[config.mk]
export PLATFORM = sky130hd
export DESIGN_NAME = scs_conv_seq
export DESIGN_NICKNAME = d
export VERILOG_FILES = /design/src/scs_pkg.sv /design/src/scs_conv_seq.sv /design/src/scs_tick_div.sv
export SDC_FILE = /design/constraint.sdc
export NUM_CORES = 1
export LEC_CHECK = 0
export ABC_CLOCK_PERIOD_IN_PS = 2950
export BUFFER_PORTS_ARGS = -buffer_cell sky130_fd_sc_hd__buf_2
export CAP_MARGIN = 20
export CORE_MARGIN = 3
export CORE_UTILIZATION = 24
export CTS_CLUSTER_SIZE = 40
export DETAILED_ROUTE_END_ITERATION = 10
export GPL_TIMING_DRIVEN = 0
export PLACE_DENSITY = 0.43
export SETUP_SLACK_MARGIN = 0.02
export SLEW_MARGIN = 30
export SYNTH_ARGS = -nofsm -noshare
export SYNTH_HDL_FRONTEND = slang
export SYNTH_SLANG_ARGS = --single-unit
[constraint.sdc]
create_clock -name clk -period 2.95 [get_ports clk]
set_input_delay 0.295 -clock clk [delete_from_list [all_inputs] [get_ports clk]]
set_output_delay 0.295 -clock clk [all_outputs]
set_load 0.005 [all_outputs]
[src/scs_pkg.sv]
// Purpose: shared constants and types for the sinc3 conversion sequencer
// Assumes: all phase lengths are counted in modulator periods
// Notes: data rate codes 0..13 run from 2.5 SPS up to 4000 SPS
package scs_pkg;

  // ----------------------------------------------------------------
  // widths and dividers
  // ----------------------------------------------------------------
  localparam int SCS_CNT_W = 20;
  localparam int SCS_MOD_DIV = 16; // converter clocks per modulator_period
  localparam int SCS_NUM_RATES = 14;

  // ----------------------------------------------------------------
  // phase lengths in modulator periods
  // ----------------------------------------------------------------
  // normal data period per rate code, 2.5 SPS first
  localparam logic [19:0] SCS_PERIOD [SCS_NUM_RATES] = '{
    20'h19000, 20'h0c800, 20'h06400, 20'h03c00, 20'h03200, 20'h01400, 20'h010a8,
    20'h00a00, 20'h00500, 20'h00280, 20'h00140, 20'h00100, 20'h00080, 20'h00040};
  // overhead: 65 periods up to 800 SPS, 40 periods from 1000 SPS
  localparam logic [19:0] SCS_OVH_SLOW = 20'h00041;
  localparam logic [19:0] SCS_OVH_FAST = 20'h00028;
  localparam logic [3:0] SCS_LAST_SLOW_RATE = 4'ha;
  localparam logic [3:0] SCS_LAST_RATE = 4'hd;
  // settling delay per delay code, code 0 is the default 14 periods
  localparam logic [19:0] SCS_DELAY [8] = '{
    20'h0000e, 20'h0001c, 20'h00038, 20'h00070, 20'h000e0, 20'h001c0, 20'h00380, 20'h00700};
  localparam logic [2:0] SCS_DELAY_RST = 3'h0;

  // ----------------------------------------------------------------
  // settled result counts and states
  // ----------------------------------------------------------------
  localparam logic [1:0] SCS_SETTLE_SINC = 2'h3;
  localparam logic [1:0] SCS_SETTLE_LOWLAT = 2'h1;

  typedef enum logic [1:0] {SCS_IDLE, SCS_DELAYING, SCS_SAMPLING, SCS_OVERHEAD} scs_state_e;

endpackage

[src/scs_conv_seq.sv]
// Purpose: sequences start, settling delay, sampling and overhead of conversions
// Assumes: start pin and start command pulse are synchronous to clk
// Notes: startCmd pulses at the seventh falling serial clock edge of a start command
//
// Overview of operation
// RULE_01: sinc filter drops first two results
// RULE_02: first sinc result takes tabulated period count
// RULE_03: later continuous results follow every data period
// RULE_04: start on pin rise or start command
// RULE_05: three-bit code picks settling delay length
// RULE_06: default delay 14, modulator period 16 clocks
// RULE_07: delay only before first continuous conversion
// RULE_08: first conversion is delay, sampling, overhead
// RULE_09: overhead applies compensation before result shown
// RULE_10: suppressed results skip overhead, never readable
// RULE_11: same phase sequence for both filters
// RULE_12: all timing counted in modulator periods
// RULE_13: 60 SPS sinc gives 12857 then 4264
// RULE_14: filter select low picks sinc filter
// RULE_15: start while busy restarts whole sequence
module scs_conv_seq
  import scs_pkg::*;
#(
  parameter int MOD_DIV = scs_pkg::SCS_MOD_DIV,
  parameter int CNT_W = scs_pkg::SCS_CNT_W
) (
  input wire logic clk,
  input wire logic srst,
  input wire logic clkEn,
  input wire logic convClkTick,
  input wire logic startPin,
  input wire logic startCmd,
  input wire logic stopCmd,
  input wire logic contMode,
  input wire logic filterSel,
  input wire logic [3:0] rateSel,
  input wire logic [2:0] delaySel,
  output logic busy,
  output logic sampleEn,
  output logic compEn,
  output logic discardPulse,
  output logic resultValid
);
  import scs_pkg::*;

  // ----------------------------------------------------------------
  // parameter checks
  // ----------------------------------------------------------------
  initial begin
    if (CNT_W != 20) begin
      $error("scs_conv_seq: CNT_W must be 20 to hold the phase tables");
    end
    if (MOD_DIV < 2) begin
      $error("scs_conv_seq: MOD_DIV must be at least 2");
    end
  end

  // ----------------------------------------------------------------
  // modulator period tick
  // ----------------------------------------------------------------
  logic modTick;

  scs_tick_div #(.DIV(MOD_DIV)) u_mod_div ( // RULE_06 RULE_12
    .clk(clk),
    .srst(srst),
    .clkEn(clkEn),
    .inTick(convClkTick),
    .outTick(modTick)
  );

  // ----------------------------------------------------------------
  // sequencer state
  // ----------------------------------------------------------------
  scs_state_e state_ff, nxt_state;
  logic [CNT_W-1:0] phaseCnt_ff, nxt_phaseCnt;
  logic [1:0] convIdx_ff, nxt_convIdx;
  logic first_ff, nxt_first;
  logic cont_ff, nxt_cont;
  logic sinc_ff, nxt_sinc;
  logic [3:0] rate_ff, nxt_rate;
  logic [2:0] delay_ff, nxt_delay;
  logic pinPrev_ff;
  logic resultValid_ff, nxt_resultValid;
  logic discard_ff, nxt_discard;
  logic startReq;
  logic [3:0] rateIdx;
  logic [CNT_W-1:0] period;
  logic [CNT_W-1:0] ovh;
  logic [1:0] needed;

  // start detection and per-conversion lengths
  always_comb begin
    startReq = (startPin & ~pinPrev_ff) | startCmd; // RULE_04
    rateIdx = (rate_ff > SCS_LAST_RATE) ? SCS_LAST_RATE : rate_ff;
    period = SCS_PERIOD[rateIdx]; // RULE_03
    ovh = (rateIdx <= SCS_LAST_SLOW_RATE) ? SCS_OVH_SLOW : SCS_OVH_FAST;
    needed = sinc_ff ? SCS_SETTLE_SINC : SCS_SETTLE_LOWLAT; // RULE_11
  end

  // next state of the phase sequence
  always_comb begin
    nxt_state = state_ff;
    nxt_phaseCnt = phaseCnt_ff;
    nxt_convIdx = convIdx_ff;
    nxt_first = first_ff;
    nxt_cont = cont_ff;
    nxt_sinc = sinc_ff;
    nxt_rate = rate_ff;
    nxt_delay = delay_ff;
    nxt_resultValid = 1'b0;
    nxt_discard = 1'b0;
    if (startReq) begin
      // any start, busy or not, restarts from the settling delay
      nxt_state = SCS_DELAYING; // RULE_15
      nxt_phaseCnt = SCS_DELAY[delaySel]; // RULE_05
      nxt_convIdx = 2'h0;
      nxt_first = 1'b1;
      nxt_cont = contMode;
      nxt_sinc = ~filterSel; // RULE_14
      nxt_rate = rateSel;
      nxt_delay = delaySel;
    end else if (stopCmd) begin
      nxt_state = SCS_IDLE;
    end else if (modTick && state_ff != SCS_IDLE) begin
      if (phaseCnt_ff == 20'h00001) begin
        case (state_ff)
          SCS_DELAYING: begin
            nxt_state = SCS_SAMPLING; // RULE_08
            nxt_phaseCnt = period;
          end
          SCS_SAMPLING: begin
            if (first_ff && (2'(convIdx_ff + 2'h1) < needed)) begin
              // unsettled sinc data: no overhead, nothing presented
              nxt_convIdx = 2'(convIdx_ff + 2'h1); // RULE_01
              nxt_discard = 1'b1; // RULE_10
              nxt_phaseCnt = period;
            end else begin
              nxt_state = SCS_OVERHEAD; // RULE_09
              nxt_phaseCnt = ovh;
            end
          end
          SCS_OVERHEAD: begin
            nxt_resultValid = 1'b1; // RULE_02 RULE_13
            nxt_first = 1'b0;
            if (cont_ff) begin
              // later conversions skip the delay and keep the data period
              nxt_state = SCS_SAMPLING; // RULE_07
              nxt_phaseCnt = CNT_W'(period - ovh); // RULE_03
            end else begin
              nxt_state = SCS_IDLE;
            end
          end
          default: begin
            nxt_state = SCS_IDLE;
          end
        endcase
      end else begin
        nxt_phaseCnt = CNT_W'(phaseCnt_ff - 1'b1); // RULE_12
      end
    end
  end

  // sequencer registers, frozen while clkEn is low
  always_ff @(posedge clk) begin
    if (srst) begin
      state_ff <= SCS_IDLE;
      phaseCnt_ff <= '0;
      convIdx_ff <= 2'h0;
      first_ff <= 1'b0;
      cont_ff <= 1'b0;
      sinc_ff <= 1'b1;
      rate_ff <= 4'h0;
      delay_ff <= SCS_DELAY_RST;
      pinPrev_ff <= 1'b0;
      resultValid_ff <= 1'b0;
      discard_ff <= 1'b0;
    end else if (clkEn) begin
      state_ff <= nxt_state;
      phaseCnt_ff <= nxt_phaseCnt;
      convIdx_ff <= nxt_convIdx;
      first_ff <= nxt_first;
      cont_ff <= nxt_cont;
      sinc_ff <= nxt_sinc;
      rate_ff <= nxt_rate;
      delay_ff <= nxt_delay;
      pinPrev_ff <= startPin;
      resultValid_ff <= nxt_resultValid;
      discard_ff <= nxt_discard;
    end
  end

  // status outputs
  assign busy = (state_ff != SCS_IDLE);
  assign sampleEn = (state_ff == SCS_SAMPLING);
  assign compEn = (state_ff == SCS_OVERHEAD);
  assign discardPulse = discard_ff;
  assign resultValid = resultValid_ff;

  // ----------------------------------------------------------------
  // checking helpers
  // ----------------------------------------------------------------
  logic [CNT_W-1:0] ticksSince_ff;
  logic [1:0] discards_ff;
  logic [CNT_W-1:0] expFirst;

  // modulator ticks and dropped results since the last start or result
  always_ff @(posedge clk) begin
    if (srst) begin
      ticksSince_ff <= '0;
      discards_ff <= 2'h0;
    end else if (clkEn) begin
      if (startReq) begin
        ticksSince_ff <= '0;
        discards_ff <= 2'h0;
      end else if (resultValid_ff) begin
        ticksSince_ff <= modTick ? CNT_W'(1) : '0;
        discards_ff <= 2'h0;
      end else begin
        if (modTick) begin
          ticksSince_ff <= CNT_W'(ticksSince_ff + 1'b1);
        end
        if (discard_ff) begin
          discards_ff <= 2'(discards_ff + 2'h1);
        end
      end
    end
  end

  assign expFirst = CNT_W'(SCS_DELAY[delay_ff] + ovh + (sinc_ff ? CNT_W'(3 * period) : period));
endmodule // scs_conv_seq

[src/scs_tick_div.sv]
// Purpose: divides converter clock ticks into modulator period ticks
// Assumes: inTick is a one-cycle pulse per converter clock
// Notes: outTick is combinational and lasts one clk cycle
module scs_tick_div #(
  parameter int DIV = 16
) (
  input wire logic clk,
  input wire logic srst,
  input wire logic clkEn,
  input wire logic inTick,
  output logic outTick
);

  localparam int W = (DIV > 2) ? $clog2(DIV) : 1;
  localparam logic [W-1:0] LAST = W'(DIV - 1);

  initial begin
    if (DIV < 2) begin
      $error("scs_tick_div: DIV must be at least 2");
    end
  end

  logic [W-1:0] div_ff;
  logic [W-1:0] nxt_div;

  // prescaler next value, wraps after DIV input ticks
  always_comb begin
    nxt_div = div_ff;
    if (inTick) begin
      nxt_div = (div_ff == LAST) ? '0 : W'(div_ff + 1'b1);
    end
  end

  // prescaler register
  always_ff @(posedge clk) begin
    if (srst) begin
      div_ff <= '0;
    end else if (clkEn) begin
      div_ff <= nxt_div;
    end
  end

  assign outTick = clkEn & inTick & (div_ff == LAST);

endmodule // scs_tick_div

======== Word-level counts from Yosys, hierarchy flattened ========
Memory sizes are Yosys's and may differ from the RTL's.
Cells that the tools add are included.
cells by class
  reduce and logical (&&, ||, !) cells .... 16
  bitwise operators ....................... 8
  order comparisons ....................... 5
  mux-type cells .......................... 44
  $add $sub $neg .......................... 4
  equal/unequal tests ..................... 9
operators with widths
  kind                   count
  $mux 20                10
  $pmux 20 s3            1
  $mux 2                 13
  $eq 20x1->1 const B    1
  $sub 20x1->20 const B  1
  $sub 20x7->20          1
  $mux 1                 16
  $reduce_bool 2->1      6
  $reduce_and 5->1       2
  $mux 4                 2
  $ne 4x4->1 const B     2
  $mux 7                 1
  $pmux 2 s3             1
  $reduce_and 6->1       1
  $reduce_bool 3->1      2
  $ge 5x5->1 const B     1
  $ne 5x4->1 const B     1
  $not 4->5              1
  $add 4x1->4 const B    1
  $eq 2x2->1 const B     2
  $eq 4x4->1 const B     1
  $ge 4x4->1 const B     1
  $gt 4x4->1 const B     1
  $le 4x4->1 const B     1
  11 further kinds       16
storage, ports and cells
  word-level logic and storage cells ...... 99
  output and inout bits ................... 5
  ROM bits ................................ 480
  memories kept ........................... 2
  input port bits ......................... 16
  register bits after elaboration ......... 38
memories
  memory            words  width  rd ports  clocked after memory_dff  wr ports  line                 RTL
  (name not given)  16     20     1         0                         0         scs_conv_seq.sv:95   period = SCS_PERIOD[rateIdx];
  (name not given)  8      20     1         0                         0         scs_conv_seq.sv:115  nxt_phaseCnt = SCS_DELAY[delaySel];

======== Longest topological paths before layout ========
Gate-level depths: netlist (run 1).
  word-level depth ........................ 13
  depth in mapped cells ................... 11
  gate-level depth less buffers ........... 9

======== Modules after synthesis ========
Synthesis (run 1) repeated with hierarchy kept, for this count alone.
unflattened totals
  cells, all modules ...................... 377
  area, all modules ....................... 2792.7 µm²
by module, submodules not included
  module        times used  seq. area each (µm²)  cells an instance  area an instance (µm²)
  scs_conv_seq  1           680.7                 354                2608.8
  scs_tick_div  1           80.1                  23                 183.9

======== Worst setup path after synthesis (run 1) ========
Ideal clock, no wire load.
  kind .................................... register to register
  from .................................... reg rate_ff[0]
  to ...................................... reg phaseCnt_ff[7]
  cell stages (with the launch flop) ...... 12
  slack ................................... 0.425 ns
  period minus slack after synthesis ...... 2.525 ns
  path buffers ............................ 2
  data required time ...................... 2.859 ns
  library setup time ...................... 0.091 ns
  arrival ................................. 2.434 ns
  cell sequence ........................... dfxtp_1 > clkbuf_1 > nand4bb_1 > clkbuf_1 > inv_1 > ha_1 > nand2b_1 > a221o_1 > a221oi_1 > a211oi_1 > a211o_1 > a311oi_1
on the way
  word-level cells in the longest chain between the ends .. 13
  elaborated cells between the ends (all ways) .. 16
  classes of those cells .................. add/sub: 1; order compare: 2; mux: 11; bitwise: 1; memory: 1
RTL lines
  element                                     line                 RTL
  start: declaration                          scs_conv_seq.sv:80   logic [3:0] rate_ff, nxt_rate;
  start signal: assignment                    scs_conv_seq.sv:184  rate_ff <= nxt_rate;
  $gt 4x4->1                                  scs_conv_seq.sv:94   rateIdx = (rate_ff > SCS_LAST_RATE) ? SCS_LAST_RATE : rate_ff;
  $mux 4 *                                    scs_conv_seq.sv:94
  $not 4->5 (not written as such)             scs_conv_seq.sv:95
  $mem_v2 16x20                               -
  $mux 20 (not written as such) (2 in a row)  scs_conv_seq.sv:95
  $sub 20x7->20                               scs_conv_seq.sv:148  nxt_phaseCnt = CNT_W'(period - ovh);
  $mux 20                                     scs_conv_seq.sv:145  if (cont_ff) begin
  $pmux 20 s3 *                               scs_conv_seq.sv:126  case (state_ff)
  $mux 20 *                                   scs_conv_seq.sv:125  if (phaseCnt_ff == 20'h00001) begin
  $mux 20 *                                   scs_conv_seq.sv:124  end else if (modTick && state_ff != SCS_IDLE) begin
  $mux 20 *                                   scs_conv_seq.sv:122  end else if (stopCmd) begin
  $mux 20 *                                   scs_conv_seq.sv:112  if (startReq) begin
  end signal: assignment                      scs_conv_seq.sv:179  phaseCnt_ff <= nxt_phaseCnt;
  end: declaration                            scs_conv_seq.sv:75   logic [CNT_W-1:0] phaseCnt_ff, nxt_phaseCnt;
Mark *: on every way between the ends. The rest lies on a longest branch, timed or not. The select of a mux whose other input is x is not followed.
A chain may end at the register's enable or synchronous reset.

======== Worst setup path in the final report (run 1) ========
  from .................................... reg rate_ff[1]
  to ...................................... reg phaseCnt_ff[7]
Same word-level chain as after synthesis.

==> impl_metrics.csv, run 1 <==
group,metric,value,unit
outcome,outcome,"finished clean",
sta,finClkSkew,0.003991,ns
sta,setup_viol,0,
sta,worstMarginPinSlew,0.7899,ns
sta,tns,0,ns
yosys,synth_warnings,0,
yosys,ys_async_sr_fraction,0,%
sta,rsz0062_at_grt,"no",
clock_network,root_buffer,"clkbuf_16",
critical_path,crit_path_end_kind,"flop",
die,initial_core_util,24.99,%
critical_path,crit_arrival,2.92,ns
routing,antenna_left,0,
yosys,yosysTopAreaCellShare,26.21,%
yosys,yosys.cell_count.top_type,"nor2_1",
placement,gp_congestion,0.8886,
routing,via_per_inst,5.602,
cells_and_area,fin_nets,434,
routing,first_iter_violations,186,
yosys,ys.flop_type,"dfxtp_1",
cells_and_area,final_design_area_no_fill,3313,um^2
die,dieArea,13450,um^2
yosys,synth_cell_type_count,66,
power,power_frac_seq,38.3,%
cells_and_area,final_layout_size_suffix_gt1_share,11.81,%
clock_network,hold_buffers,0,
clock_network,cts_max_path_buffers,2,
sta,setup_ws,0.2294,ns
flow_run,maxCapViolations,0,
critical_path,crit_required,3.15,ns
grt,grt_max_degree,13,
placement,io_buffers,18,
clock_network,clkSinkCount,38,
routing,drtPass1Iterations,4,
yosys,synth_nets,413,
yosys,synth-seq-cells,38,
grt,grtUsageTotal,15.77,%
critical_path,cp-start-kind,"flop",
sta,finalCritPeriodShare,92.23,%
critical_path,crit_fanout,10,
routing,wl_per_cell,18.39,um
clock_network,cts_tree,"yes",
yosys,syn_avg_cell_area,7.386,um^2
sta,finalCriticalPeriod,2.721,ns
sta,drv_slew,0,
critical_path,critPathKind,"reg2reg",
power,clkPwrFrac,38.8,%
power,powerDensity,444.1,nW/um^2
sta,final-hold-violation-count,0,
sta,whs,0.2247,ns
yosys,synthTopCellsByCount,"nor2_1, nand2_1, dfxtp_1",
yosys,yosys-top-cells-area,"dfxtp_1, a21oi_1, nor2_1",
cells_and_area,final_util,28.53,%
power,cellLeakagePower,1.198,nW
power,power_frac_comb,22.9,%
clock_network,path_clk_slew,0.06,ns
grt,grt_first_pass_wirelength,16440,um
routing,drcViolationCount,0,
clock_network,numCtsBuffers,5,
yosys,yosysTopAreaCell,"dfxtp_1",
power,ir_drop,0.2100,mV
yosys,synth_seq_area_share,26.21,%
grt,grt_pass1_vias,2838,
power,p_switching,0.0004789,W
yosys,synth-edff-count,0,
die,core_area,11610,um^2
clock_network,htreeDepth,2,
clock_network,clk_latency,0.29,ns
sta,slew_headroom,46.86,%
die,row_count,39,
die,fp.dieW,116.0,um
power,internal_power,0.0009926,W
die,die_h,116.0,um
min_path,hold_class,"in2reg",
placement,hpwl,7603,um
cells_and_area,insertedDiodeCount,0,
yosys,synthesis.area,2903,um^2
grt,gr-total-overflow,0,
placement,placed_cell_area,3172,um^2
routing,drt-total-wl,10260,um
grt,antenna_found_initial,0,
routing,vias,3126,
cells_and_area,area_growth,14.14,%
placement,place_ws,0.04398,ns
yosys,synthCells,393,
sta,fmax,367.6,MHz
power,switching_share,32.55,%
die,ios,21,
-- layout by cell type (no fill, tap or decap), types with 8 or more instances in the layout --
| cell | instances |
|---|---|
| nand2_1 | 39 |
| nor2_1 | 42 |
| buf_2 | 23 |
| a21oi_1 | 34 |
| nor3_1 | 14 |
| clkbuf_1 | 16 |
| inv_1 | 14 |
| a31oi_1 | 8 |
| o21ai_0 | 18 |
| nand3_1 | 20 |
| dfxtp_1 | 38 |
-- per-layer routing --
metal | part of all wire [%] | vias up | GRT usage (%)
met5 | 0 | - | 0
met4 | 0.83 | 0 | 3.016
met3 | 6.1 | 9 | 2.193
met2 | 45 | 106 | 24.86
met1 | 48 | 1507 | 23.04
li1 | - | 1504 | -
-- final cells by class --
class / count / area, um^2
multi-input cells: 312 / 1964
clock inverters: 2 / 12.51
flip-flops and latches: 38 / 760.7
repair buffers: 18 / 90.09
inverters: 14 / 52.55
well taps: 143 / 178.9
clock buffers: 6 / 138.9
fillers: 1279 / 8300
plain buffers: 25 / 115.1
-- power by group through the flow --
stage	Sequential [W]	Combinational, W	Clock, W
floorplan	0.000564	0.000245	0
global placement	0.000569	0.000339	0
global route	0.000568	0.000373	0.000610
detailed placement	0.000569	0.000337	0
finish	0.000564	0.000337	0.000571
CTS	0.000558	0.000339	0.000585
-- through the flow --
stage,std cells,power (W)
after floorplan,393,0.0008090
after global placement,554,0.0009086
after detailed placement,554,0.0009060
after CTS,561,0.001482
after global routing,558,0.001550
final,558,0.001472
-- sequential cells by signal (all words and copies together), names as in the netlist --
| signal | count |
|---|---|
| phaseCnt_ff | 20 |
| rate_ff | 4 |
| u_mod_div.div_ff | 4 |
| convIdx_ff | 2 |
| state_ff | 2 |
| cont_ff | 1 |
| discardPulse | 1 |
| first_ff | 1 |
| pinPrev_ff | 1 |
| resultValid | 1 |
| sinc_ff | 1 |
-- repair_timing --
item | CTS | global route
buffers inserted | 0 | 0
setup endpoints to repair | 1 | 1
resized for setup | 0 | 1
-- path summary, 6_finish.rpt --
kind / depth (start not counted) / slack [ns] / endpoint / from
hold / removal: 2 / 0.22 / sinc_ff / filterSel
setup / recovery: 9 / 0.23 / phaseCnt_ff[7] / rate_ff[1]
hold reg to reg: 2 / 0.47 / resultValid / resultValid
setup reg to reg: 9 / 0.23 / phaseCnt_ff[7] / rate_ff[1]
-- worst max-delay path, cell delays in order, from the launching register on --
cell and delay (ns):
dfxtp_1 0.53, a21o_1 0.17, nand2_1 0.12, ha_1 0.37
nand2b_1 0.16, a221o_1 0.30, a221oi_1 0.31, a211oi_1 0.15
a211o_1 0.29, a311oi_1 0.23
-- kinds of logic after synthesis --
| logic type | count (synthesis) | share of synthesized area, % |
|---|---|---|
| and+or+nand+nor | 170 | 32.29 |
| AOI/OAI and AO/OA | 119 | 27.42 |
| buffers and inverters | 43 | 6.293 |
| DFF | 38 | 26.21 |
| xor gates and xnor gates | 12 | 3.621 |
| muxes | 7 | 2.457 |
| adders and majority gates | 4 | 1.724 |
Note: power is estimated with default switching activity, not from simulation.
==> run 2: changes to the inputs <==
--- a/config.mk
+++ b/config.mk
@@ -6,14 +6,14 @@
 export NUM_CORES = 1
 export LEC_CHECK = 0
 export ABC_CLOCK_PERIOD_IN_PS = 2950
-export BUFFER_PORTS_ARGS = -buffer_cell sky130_fd_sc_hd__buf_2
 export CAP_MARGIN = 20
 export CORE_MARGIN = 3
 export CORE_UTILIZATION = 24
 export CTS_CLUSTER_SIZE = 40
 export DETAILED_ROUTE_END_ITERATION = 10
+export DONT_BUFFER_PORTS = 1
 export GPL_TIMING_DRIVEN = 0
-export PLACE_DENSITY = 0.43
+export PLACE_DENSITY = 0.41
 export SETUP_SLACK_MARGIN = 0.02
 export SLEW_MARGIN = 30
 export SYNTH_ARGS = -nofsm -noshare
==> constraint.sdc (replaced) <==
create_clock -name clk -period 2.95 [get_ports clk]
set_input_delay 0.295 -clock clk [delete_from_list [all_inputs] [get_ports clk]]
set_output_delay 0.295 -clock clk [all_outputs]
set_load 0.1 [all_outputs]
==> run 2 against run 1 <==
  * Flip-flop and latch count is the same
  * Global-route usage grew 0.17 points
  * Maximum frequency grew 2.5%
  * Clock skew is essentially flat
  * Sequential share of layout area grew 0.37 points
  * Clock power grew 1%
  * Sequential power is essentially flat
  * Register-to-register slack gained 0.07 ns
==> impl_metrics.csv, run 2 (synthesis gave the netlist of run 1 again) <==
group,metric,value,unit
clock_network,hold_buffers,0,
critical_path,critPathKind,"reg2reg",
cells_and_area,insertedDiodeCount,0,
flow_run,maxCapViolations,0,
cells_and_area,largest_reg_flops,20,
critical_path,rrSetupSlack,0.30,ns
clock_network,postCtsSetupBuffers,0,
cells_and_area,top_register,"phaseCnt_ff",
critical_path,cp_slowest_stage_delay,0.40,ns
clock_network,cts_tree,"yes",
critical_path,r2r_end,"phaseCnt_ff[7]",
outcome,outcome,"finished clean",
routing,vias,3028,
clock_network,path_clk_slew,0.06,ns
critical_path,path_cells,"nand4bb_2 > inv_1 > ha_1 > nand2b_1 > a221o_1 > a221oi_1 > a211oi_1 > a211o_1 > a311oi_1",
sta,setup_viol,0,
placement,io_buffers,0,
clock_network,root_buffer,"clkbuf_16",
clock_network,clk_latency,0.29,ns
routing,first_iter_violations,151,
die,fp.dieW,116.0,um
grt,antenna_found_initial,0,
critical_path,crit_fanout,8,
clock_network,cts_max_path_buffers,2,
die,dieArea,13450,um^2
power,powerDensity,451.3,nW/um^2
die,core_area,11610,um^2
sta,fmax,376.9,MHz
critical_path,crit_path_end_kind,"flop",
routing,drt-total-wl,10400,um
sta,finalCritPeriodShare,89.93,%
grt,grt_first_pass_wirelength,16510,um
cells_and_area,fin_nets,417,
critical_path,endpoint,"phaseCnt_ff[7]",
grt,gr-total-overflow,0,
cells_and_area,layout_common_cells,"nor2_1, nand2_1, dfxtp_1",
clock_network,clkSinkCount,38,
cells_and_area,area_growth,12.50,%
critical_path,crit_arrival,2.85,ns
clock_network,numCtsBuffers,5,
cells_and_area,largestRegisters,"phaseCnt_ff (20), rate_ff (4), u_mod_div.div_ff (4)",
routing,via_per_inst,5.597,
cells_and_area,final_common_cell,"nor2_1",
grt,grtUsageTotal,15.94,%
clock_network,ctsResizeCount,0,
routing,antenna_left,0,
critical_path,cpLargestDelayFamily,"compound AO/OA/AOI/OAI gates",
die,initial_core_util,24.99,%
min_path,hold_class,"in2reg",
sta,final-hold-violation-count,0,
sta,finClkSkew,0.003506,ns
grt,grt_pass1_vias,2824,
cells_and_area,final_layout_size_suffix_gt1_share,8.794,%
placement,placed_cells,537,
power,cellLeakagePower,1.132,nW
sta,worstMarginPinSlew,0.9732,ns
critical_path,cp-startpoint,"rate_ff[3]",
critical_path,crit_buf_inv,1,
critical_path,cp-start-kind,"flop",
critical_path,r2r-start,"rate_ff[3]",
critical_path,cp.depth,9,
cells_and_area,fillers,1289,
critical_path,crit_required,3.15,ns
sta,drv_slew,0,
clock_network,htreeDepth,2,
cells_and_area,final_design_area_no_fill,3266,um^2
power,ir_drop,0.2410,mV
placement,placed_cell_area,3117,um^2
placement,hpwl,7642,um
critical_path,slowest_stage,"nand4bb_2",
routing,drcViolationCount,0,
die,die_h,116.0,um
grt,grt_max_degree,13,
die,row_count,39,
routing,wl_per_cell,19.23,um
cells_and_area,fin_cells,541,
sta,rsz0062_at_grt,"no",
routing,drtPass1Iterations,5,
critical_path,r2r_cells,9,
sta,slew_headroom,35.03,%
sta,finalCriticalPeriod,2.653,ns
placement,gp_congestion,0.9182,
die,ios,21,
run 2: routing by layer:
metal | global-route usage (%) | routed length (um) | vias to the layer above
li1 | - | - | 1473
met1 | 22.84 | 5037 | 1444
met2 | 24.13 | 4550 | 97
met3 | 2.977 | 576 | 14
met4 | 5.027 | 238 | 0
met5 | 0 | 0 | -
run 2: area by class of cell:
type | instances | area [um^2] | share of cell area (%)
multi-input cells | 312 | 1978 | 60.57
flip-flops and latches | 38 | 762.0 | 23.33
well taps | 143 | 178.9 | 5.479
clock buffers | 6 | 138.9 | 4.253
plain buffers | 25 | 115.1 | 3.525
inverters | 14 | 52.55 | 1.609
repair buffers | 1 | 27.53 | 0.8429
clock inverters | 2 | 12.51 | 0.3831
run 2: stage by stage:
stage          total power (W)  worst slack, ns  TNS (ns)  hold slack [ns]  util [%]
2_1_floorplan        0.0008173          0.02791         0           0.4291         -
4_1_cts               0.001481           0.1013         0           0.1366     28.08
6_report              0.001474           0.2970         0           0.1325     28.12
3_5_place_dp         0.0009029         0.004513         0           0.4391     26.84
5_1_grt               0.001544          0.07305         0           0.1423     28.12
3_3_place_gp         0.0009064          -0.6226    -2.661           0.4327     26.54
run 2: report_power, final:
group | internal, W | total, W | switching (W)
sequential | 0.000535 | 0.000564 | 0.0000291
clock | 0.000336 | 0.000577 | 0.000242
combinational | 0.000116 | 0.000333 | 0.000216
run 2: worst min-delay path by stage:
| stage | start | slack, ns | endpoint | depth (start not counted) |
|---|---|---|---|---|
| final | rateSel[1] | 0.13 | rate_ff[1] | 2 |
| after global routing | rateSel[3] | 0.14 | rate_ff[3] | 2 |
| after global placement | filterSel | 0.43 | sinc_ff | 1 |
| after floorplan | filterSel | 0.43 | sinc_ff | 1 |
| after detailed placement | rateSel[0] | 0.44 | rate_ff[0] | 2 |
| after CTS | rateSel[1] | 0.14 | rate_ff[1] | 2 |
run 2: worst reg2reg max path, stage by stage, from the launching register on:
cell,delay [ns]
dfxtp_1,0.37
nand4bb_2,0.40
inv_1,0.11
ha_1,0.26
nand2b_1,0.15
a221o_1,0.30
a221oi_1,0.30
a211oi_1,0.15
a211o_1,0.29
a311oi_1,0.23
